`config.mk`:
```
export PLATFORM = sky130hd
export DESIGN_NAME = nmx_exec
export DESIGN_NICKNAME = d
export VERILOG_FILES = /design/src/inc/nmx_pkg.sv /design/src/inc/nmx_mac_if.sv /design/src/design/nmx_exec.sv /design/src/design/nmx_mac_unit.sv
export SDC_FILE = /design/constraint.sdc
export NUM_CORES = 1
export LEC_CHECK = 0
export ABC_AREA = 1
export ABC_CLOCK_PERIOD_IN_PS = 24700
export BUFFER_PORTS_ARGS = -buffer_cell sky130_fd_sc_hd__buf_4
export CAP_MARGIN = 20
export CORE_MARGIN = 4
export CORE_UTILIZATION = 55
export DETAILED_ROUTE_END_ITERATION = 16
export GPL_ROUTABILITY_DRIVEN = 0
export PLACE_DENSITY_LB_ADDON = 0.3
export RECOVER_POWER = 100
export SLEW_MARGIN = 10
export SYNTH_ARGS = -nofsm -noshare
export SYNTH_HDL_FRONTEND = slang
export SYNTH_SLANG_ARGS = --single-unit
```
`constraint.sdc`:
```
create_clock -name I_REF_CLK -period 24.7 [get_ports I_REF_CLK]
set_input_delay 4.94 -clock I_REF_CLK [delete_from_list [all_inputs] [get_ports I_REF_CLK]]
set_output_delay 4.94 -clock I_REF_CLK [all_outputs]
set_load 0.1 [all_outputs]
```
`src/inc/nmx_pkg.sv`:
```
// Purpose : constants shared by the execution slice and its multiply-accumulate unit
// Assumes : big-endian bit numbering, bit 0 is the most significant bit of a word
// Notes   : field positions are given as the index of the leftmost bit of each field
package nmx_pkg;

    // ----------------------------------------------------------------
    // primary and extended opcodes
    // ----------------------------------------------------------------
    localparam logic [0:5] OP_MAC_GROUP  = 6'h04; // 4
    localparam logic [0:5] OP_X_GROUP    = 6'h1F; // 31
    localparam logic [0:5] OP_OR_IMM     = 6'h18; // 24
    localparam logic [0:5] OP_OR_IMM_SH  = 6'h19; // 25
    localparam logic [0:5] OP_XL_GROUP   = 6'h13; // 19
    localparam logic [0:8] XO_NMAC_LL_S  = 9'h1EE; // 494
    localparam logic [0:9] XO_NOR        = 10'h07C; // 124
    localparam logic [0:9] XO_OR         = 10'h1BC; // 444
    localparam logic [0:9] XO_ORC        = 10'h19C; // 412
    localparam logic [0:9] XO_RET_CRIT   = 10'h033; // 51
    localparam logic [0:9] XO_RET_NORM   = 10'h032; // 50

    // ----------------------------------------------------------------
    // instruction field positions (msb index, bit 0 = msb)
    // ----------------------------------------------------------------
    localparam int F_OPCODE     = 0;
    localparam int F_SRC_DEST   = 6;
    localparam int F_FIRST_SRC  = 11;
    localparam int F_SECOND     = 16;
    localparam int F_OE         = 21;
    localparam int F_XO_X       = 21;
    localparam int F_XO_XO      = 22;
    localparam int F_IMM        = 16;
    localparam int F_RECORD     = 31;
    localparam int HALF_LOW     = 16;

    // privilege bit of the machine state: set means user mode
    localparam int MSR_USER_BIT = 17;

    // ----------------------------------------------------------------
    // saturation limits and reset values
    // ----------------------------------------------------------------
    localparam logic [0:31] SAT_MOST_NEG = 32'h8000_0000;
    localparam logic [0:31] SAT_MOST_POS = 32'h7FFF_FFFF;
    localparam logic [0:31] WORD_RESET   = 32'h0000_0000;
    localparam logic [0:15] HALF_ZERO    = 16'h0000;

    // execution state: drain discards the slot fetched under the old state
    typedef enum logic [0:0] {
        NMX_ST_RUN   = 1'h0,
        NMX_ST_DRAIN = 1'h1
    } nmx_state_e;

endpackage

```
`src/inc/nmx_mac_if.sv`:
```
// Purpose : carries operands and result between the slice and its multiply-accumulate unit
// Assumes : purely combinational path, same clock cycle
// Notes   : halfwords are signed, accumulator is the old destination value
`timescale 1ns/1ns
interface nmx_mac_if;
    logic [0:15] a_half;
    logic [0:15] b_half;
    logic [0:31] acc;
    logic [0:31] result;
    logic        ovf;

    modport issuer (output a_half, output b_half, output acc, input result, input ovf);
    modport unit   (input a_half, input b_half, input acc, output result, output ovf);
endinterface

```
`src/design/nmx_exec.sv`:
```
// Purpose : executes saturating negative multiply-accumulate, the or family and interrupt returns
// Assumes : operand values arrive from the register file on the same clock, indexed by the
//           instruction fields; the caller forwards pending flag writes into i_summary_flag
// Notes   : every result is registered, one cycle after the instruction is taken
`timescale 1ns/1ns

module nmx_exec
    import nmx_pkg::*;
(
    // clock and reset
    input  wire logic        I_REF_CLK,
    input  wire logic        I_RST,
    // instruction issue
    input  wire logic        I_VALID,
    input  wire logic [0:31] I_INSTR,
    // operand values read from the general registers
    input  wire logic [0:31] I_SOURCE_VALUE_REG,
    input  wire logic [0:31] I_FIRST_SRC_REG,
    input  wire logic [0:31] I_SECOND_OPERAND_REG,
    // machine state and save/restore registers
    input  wire logic [0:31] I_MACHINE_STATE_REG,
    input  wire logic [0:31] I_SAVE_RESTORE_PC,
    input  wire logic [0:31] I_SAVE_RESTORE_STATE,
    input  wire logic [0:31] I_CRITICAL_SAVE_PC,
    input  wire logic [0:31] I_CRITICAL_SAVE_STATE,
    input  wire logic        I_SUMMARY_FLAG,
    // register write-back
    output logic             O_WB_EN,
    output logic      [0:4]  O_WB_IDX,
    output logic      [0:31] O_WB_DATA,
    // condition and exception flags
    output logic             O_CR0_EN,
    output logic      [0:3]  O_CONDITION_FIELD_ZERO,
    output logic             O_XER_EN,
    output logic             O_XER_SUMMARY,
    output logic             O_WRAP_FLAG,
    // machine state and fetch redirect
    output logic             O_MSR_EN,
    output logic      [0:31] O_MACHINE_STATE_REG,
    output logic             O_REDIRECT,
    output logic      [0:31] O_NEXT_FETCH_ADDRESS,
    output logic             O_BUSY,
    output logic             O_PROG_EXC
);

    // ----------------------------------------------------------------
    // state record
    // ----------------------------------------------------------------
    typedef struct packed {
        nmx_state_e  st;
        logic        busy;
        logic        wb_en;
        logic [0:4]  wb_idx;
        logic [0:31] wb_data;
        logic        cr_en;
        logic [0:3]  cr0;
        logic        xer_en;
        logic        xer_so;
        logic        xer_ov;
        logic        msr_en;
        logic [0:31] machine_state_reg;
        logic        redir;
        logic [0:31] nfa;
        logic        prog;
    } nmx_state_s;

    nmx_state_s s_reg;
    nmx_state_s s_next;

    nmx_mac_if mac ();

    // ----------------------------------------------------------------
    // decode
    // ----------------------------------------------------------------
    logic [0:5]  opcode;
    logic [0:9]  xo_x;
    logic [0:8]  xo_xo;
    logic        rec_bit;
    logic        oe_bit;
    logic [0:15] unsigned_immediate;
    logic        take;
    logic        is_mac;
    logic        is_nor;
    logic        is_or;
    logic        is_orc;
    logic        is_ori;
    logic        is_oris;
    logic        is_ret_crit;
    logic        is_ret_norm;
    logic        user_mode;

    // fields sliced with bit 0 as msb
    assign opcode             = I_INSTR[F_OPCODE +: 6];
    assign xo_x               = I_INSTR[F_XO_X +: 10];
    assign xo_xo              = I_INSTR[F_XO_XO +: 9];
    assign rec_bit            = I_INSTR[F_RECORD];
    assign oe_bit             = I_INSTR[F_OE];
    assign unsigned_immediate = I_INSTR[F_IMM +: 16];
    assign user_mode          = I_MACHINE_STATE_REG[MSR_USER_BIT];

    // a slot presented during the drain cycle is discarded
    assign take = I_VALID && (s_reg.st == NMX_ST_RUN);

    assign is_mac      = (opcode == OP_MAC_GROUP) && (xo_xo == XO_NMAC_LL_S);
    assign is_nor      = (opcode == OP_X_GROUP) && (xo_x == XO_NOR);
    assign is_or       = (opcode == OP_X_GROUP) && (xo_x == XO_OR);
    assign is_orc      = (opcode == OP_X_GROUP) && (xo_x == XO_ORC);
    assign is_ori      = (opcode == OP_OR_IMM);
    assign is_oris     = (opcode == OP_OR_IMM_SH);
    // only opcode and xo decoded; reserved bits ignored
    assign is_ret_crit = (opcode == OP_XL_GROUP) && (xo_x == XO_RET_CRIT);
    assign is_ret_norm = (opcode == OP_XL_GROUP) && (xo_x == XO_RET_NORM);

    // ----------------------------------------------------------------
    // multiply-accumulate unit
    // ----------------------------------------------------------------
    // low halfwords, old destination as accumulator
    assign mac.a_half = I_FIRST_SRC_REG[HALF_LOW +: 16];
    assign mac.b_half = I_SECOND_OPERAND_REG[HALF_LOW +: 16];
    assign mac.acc    = I_SOURCE_VALUE_REG;

    nmx_mac_unit u_mac (
        .mac (mac)
    );

    // ----------------------------------------------------------------
    // next-state logic
    // ----------------------------------------------------------------
    logic [0:31] res;
    logic        rec;
    logic        so_new;

    // pulse fields default low so each effect lasts exactly one cycle
    always_comb begin
        res         = WORD_RESET;
        rec         = 1'b0;
        so_new      = I_SUMMARY_FLAG;
        s_next      = s_reg;
        s_next.wb_en  = 1'b0;
        s_next.cr_en  = 1'b0;
        s_next.xer_en = 1'b0;
        s_next.msr_en = 1'b0;
        s_next.redir  = 1'b0;
        s_next.prog   = 1'b0;
        s_next.busy   = 1'b0;
        case (s_reg.st)
            NMX_ST_RUN: begin
                s_next.st = NMX_ST_RUN;
            end
            NMX_ST_DRAIN: begin
                // the dropped slot was fetched before the new state took hold
                s_next.st = NMX_ST_RUN;
            end
            default: begin
                s_next.st = NMX_ST_RUN;
            end
        endcase
        if (take) begin
            if (is_mac) begin
                // result or clamp from the unit
                res            = mac.result;
                rec            = rec_bit;
                s_next.wb_en   = 1'b1;
                s_next.wb_idx  = I_INSTR[F_SRC_DEST +: 5];
                if (oe_bit) begin
                    so_new        = I_SUMMARY_FLAG | mac.ovf;
                    s_next.xer_en = 1'b1;
                    s_next.xer_ov = mac.ovf;
                    s_next.xer_so = so_new;
                end
            end else if (is_nor || is_or || is_orc || is_ori || is_oris) begin
                s_next.wb_en  = 1'b1;
                s_next.wb_idx = I_INSTR[F_FIRST_SRC +: 5];
                rec           = rec_bit && !(is_ori || is_oris);
                if (is_nor) begin
                    res = ~(I_SOURCE_VALUE_REG | I_SECOND_OPERAND_REG);
                end else if (is_or) begin
                    res = I_SOURCE_VALUE_REG | I_SECOND_OPERAND_REG;
                end else if (is_orc) begin
                    res = I_SOURCE_VALUE_REG | ~I_SECOND_OPERAND_REG;
                end else if (is_ori) begin
                    res = I_SOURCE_VALUE_REG | {HALF_ZERO, unsigned_immediate};
                end else begin
                    res = I_SOURCE_VALUE_REG | {unsigned_immediate, HALF_ZERO};
                end
            end else if (is_ret_crit || is_ret_norm) begin
                if (user_mode) begin
                    s_next.prog = 1'b1;
                end else begin
                    s_next.msr_en = 1'b1;
                    s_next.machine_state_reg    = is_ret_crit ? I_CRITICAL_SAVE_STATE : I_SAVE_RESTORE_STATE;
                    s_next.redir  = 1'b1;
                    s_next.nfa    = is_ret_crit ? I_CRITICAL_SAVE_PC : I_SAVE_RESTORE_PC;
                    // drain one slot before new-context issue
                    s_next.st     = NMX_ST_DRAIN;
                    s_next.busy   = 1'b1;
                end
            end
        end
        if (s_next.wb_en) begin
            s_next.wb_data = res;
        end
        // sign, zero and summary into field zero
        if (rec) begin
            s_next.cr_en = 1'b1;
            s_next.cr0   = {res[0], !res[0] && (|res), ~(|res), so_new};
        end
    end

    // ----------------------------------------------------------------
    // state register
    // ----------------------------------------------------------------
    always_ff @(posedge I_REF_CLK) begin
        if (I_RST) begin
            s_reg <= '0;
        end else begin
            s_reg <= s_next;
        end
    end

    // outputs straight from the state record
    assign O_WB_EN                = s_reg.wb_en;
    assign O_WB_IDX               = s_reg.wb_idx;
    assign O_WB_DATA              = s_reg.wb_data;
    assign O_CR0_EN               = s_reg.cr_en;
    assign O_CONDITION_FIELD_ZERO = s_reg.cr0;
    assign O_XER_EN               = s_reg.xer_en;
    assign O_XER_SUMMARY          = s_reg.xer_so;
    assign O_WRAP_FLAG            = s_reg.xer_ov;
    assign O_MSR_EN               = s_reg.msr_en;
    assign O_MACHINE_STATE_REG    = s_reg.machine_state_reg;
    assign O_REDIRECT             = s_reg.redir;
    assign O_NEXT_FETCH_ADDRESS   = s_reg.nfa;
    assign O_BUSY                 = s_reg.busy;
    assign O_PROG_EXC             = s_reg.prog;
endmodule

```
`src/design/nmx_mac_unit.sv`:
```
// Purpose : saturating negated signed halfword product plus accumulator
// Assumes : operands stable within the cycle
// Notes   : the 33-bit sum is formed explicitly so overflow follows the sign test
`timescale 1ns/1ns
module nmx_mac_unit
    import nmx_pkg::*;
(
    // operand and result carrier
    nmx_mac_if.unit mac
);

    logic [0:31] prod;
    logic [0:31] nprod;
    logic [0:32] temp;

    // ----------------------------------------------------------------
    // product, negation and wide sum
    // ----------------------------------------------------------------
    // negate then accumulate
    always_comb begin
        prod  = 32'($signed(mac.a_half) * $signed(mac.b_half));
        nprod = 32'(-$signed(prod));
        temp  = 33'({nprod[0], nprod} + {mac.acc[0], mac.acc});
    end

    // ----------------------------------------------------------------
    // overflow and clamp
    // ----------------------------------------------------------------
    // same-sign inputs, flipped result
    assign mac.ovf = (nprod[0] == mac.acc[0]) && (mac.acc[0] != temp[1]);

    assign mac.result = mac.ovf ? (mac.acc[0] ? SAT_MOST_NEG : SAT_MOST_POS) : temp[1:32];

endmodule

```
==> flow_metrics.py <==
metrics = {
    "status": {
        "outcome": "complete, but fails checks",
        "violations": "max-capacitance violations, max-slew violations",
    },
    "synthesis": {
        "synthMuxAreaShare_pct": 0,
        "synth_top_family_by_area": "adder cells",
        "syn_area_um2": 19400,
        "async_flop_share_pct": 0,
        "synthTopCellsByArea": "fa_1 27%, nand2_1 13%, dfxtp_1 12%",
        "synth_top_flop_cell": "dfxtp_1",
        "synth_cell_types": 55,
        "yosys.area.top_type": "fa_1",
        "synthTopCellsByCount": "686 x nand2_1, 581 x inv_1, 259 x fa_1",
        "yosys.area_share.simple_pct": 23.6,
        "synth_compound_area_share_pct": 12.2,
        "synth_enable_flop_cells": 0,
        "ys_seq_area_share_pct": 11.6,
        "synthXorXnorAreaFrac_pct": 2.44,
        "syn_avg_cell_area_um2": 7.00,
        "yosys.area_share.adder_pct": 35.3,
        "yosys.cell_count.top_type": "nand2_1",
        "synth-seq-cells": 112,
        "syn_inst": 2770,
        "yosysTopAreaCellShare_pct": 26.8,
        "yosysWarnings": 0,
        "syn_nets": 3453,
    },
    "grt": {
        "overflow": 0,
        "antenna_found_initial": 1,
        "grt_first_pass_wirelength_mm": 100,
        "grt_pass1_vias": 19458,
        "grt_max_degree": 115,
        "grt_usage_pct": 32.0,
    },
    "floorplanning": {
        "num_io_pins": 406,
        "num_rows": 68,
        "die_w_um": 196,
        "core_area_um2": 34600,
        "initial_core_util_pct": 56.0,
        "die_h_um": 196,
        "dieArea_um2": 38300,
    },
    "timing": {
        "rsz0062_at_grt": "false",
        "hold_viol_final": 0,
        "slew_headroom_pct": -211,
        "fin_hold_ws_ps": 477,
        "layout_min_cycle_time_ps": 14420,
        "post-route-period-util_pct": 58.4,
        "skew_ps": 10.7,
        "setup_tns_ps": 0,
        "max_freq_ghz": 0.0693,
        "setup_viol": 0,
        "worst_slew_pin_slew_ps": 4660,
        "slew_viol_final": 269,
    },
    "clocking": {
        "numClockSinks": 112,
        "cts-buffers-inserted": 9,
        "cts_max_level": 3,
        "cts_setup_buffers": 0,
        "cts.repair.resized": 0,
        "ctsRootBufferMaster": "clkbuf_16",
        "clkLatencyLatePin_ps": 370,
        "cts_hold_buf": 0,
        "cts_tree": "yes",
        "path_clk_slew_ps": 80,
        "clock_path_buffers": 2,
    },
    "placement": {
        "port_buffers": 358,
        "place_inst": 3436,
        "dp_hpwl_mm": 50.3,
    },
    "finish": {
        "fill_cells": 3209,
        "syn_to_final_growth_pct": 12.5,
        "fin_cells": 3452,
        "final_util_pct": 62.9,
        "antenna_cells": 0,
        "seqCellArea_um2": 2240,
        "final_net_count": 3675,
        "multi_input_area_um2": 14200,
        "drive_gt1_share_pct": 9.88,
    },
    "critical_path": {
        "critPathLaunchType": "primary input",
        "cp.required_ps": 24930,
        "crit_fanout": 31,
        "r2r_slack_ps": 18840,
        "criticalPathCategory": "in -> reg",
        "worstPathArrival_ps": 14650,
        "max_stage_delay_ps": 1070,
        "critPathMostFrequentCell": "nand2_1",
        "critical-path-slowest-cell": "nand4_1",
        "worst_setup_path_end_kind": "register",
    },
    "drt": {
        "vias": 19546,
        "drc_errors": 0,
        "dr.first_iter.drc_count": 2108,
        "avgViaCountPerCell": 5.66,
        "wire_per_inst_um": 18.2,
        "wl_mm": 62.8,
        "ant_nets": 0,
        "dr.pass1.iters": 6,
    },
    "hold_path": {
        "hp-class": "reg -> reg",
    },
    "run": {
        "maxCapViolations": 4,
    },
}
-- cells by family after synthesis --
family | count (synthesis)
buffers and inverters | 743
adders and majority gates | 391
and+or+nand+nor | 1086
xor gates and xnor gates | 54
AOI/OAI and AO/OA | 384
DFF | 112
-- critical path, delay by kind of cell --
family / cells / cell delay [ps]
compound gates: 4 / 650
simple gates: 24 / 3980
buf+inv: 6 / 1080
fa+ha+maj: 8 / 3800
xor+xnor: 1 / 150
-- placed cells by master, fill, tap and decap left out, drive strengths merged, types with 2 or more instances in the layout --
master	instances
inv	587
xnor2	21
or2	9
a21o	12
o21bai	16
a211oi	7
o21ai	104
nand4	76
nor2	198
buf	247
ha	132
nor3	25
o2111ai	4
o221ai	3
o211ai	3
nand2	693
o311ai	2
o21a	2
a311oi	64
nor4	5
nand3b	6
o31ai	7
clkbuf	129
a31oi	12
and2	2
a21oi	140
nand3	70
a22oi	5
dfxtp	112
xor2	33
fa	259
clkinv	6
-- routing by layer --
layer,vias to the layer above,track usage [%],wire length [um]
met2,1031,51.5,28800
met5,-,0,13
met4,2,11.5,2650
li1,9032,-,-
met3,185,5.96,6520
met1,9296,43.4,24800
-- layout make-up --
cell class / instances / share of cell area (%)
well taps: 455 / 2.61
multi-input cells: 1915 / 65.2
clock inverters: 7 / 0.207
repair buffers: 367 / 10.6
flip-flops and latches: 112 / 10.3
clock buffers: 9 / 1.03
inverters: 587 / 10.1
-- stage by stage --
| step | instance area, um2 | setup slack (ps) |
|---|---|---|
| 3_5_place_dp | 22000 | 11280 |
| 2_1_floorplan | 19400 | 12450 |
| 4_1_cts | 22300 | 11630 |
| 3_3_place_gp | 22000 | 11310 |
| 5_1_grt | 21800 | 9440 |
| 6_report | 21800 | 10280 |
-- final timing paths --
kind / start / to / cells after the start
worst max-delay path: I_SECOND_OPERAND_REG[26] / O_CONDITION_FIELD_ZERO[2] / 43
worst min-delay path: O_WB_DATA[0] / O_WB_DATA[0] / 2
worst max register to register: s_reg[114] / O_MACHINE_STATE_REG[1] / 5
worst min register to register: O_WB_DATA[0] / O_WB_DATA[0] / 2
Power is left out: the tool's default activity adds up to more than one toggle a clock period on the data nets, which glitch-free logic cannot reach.
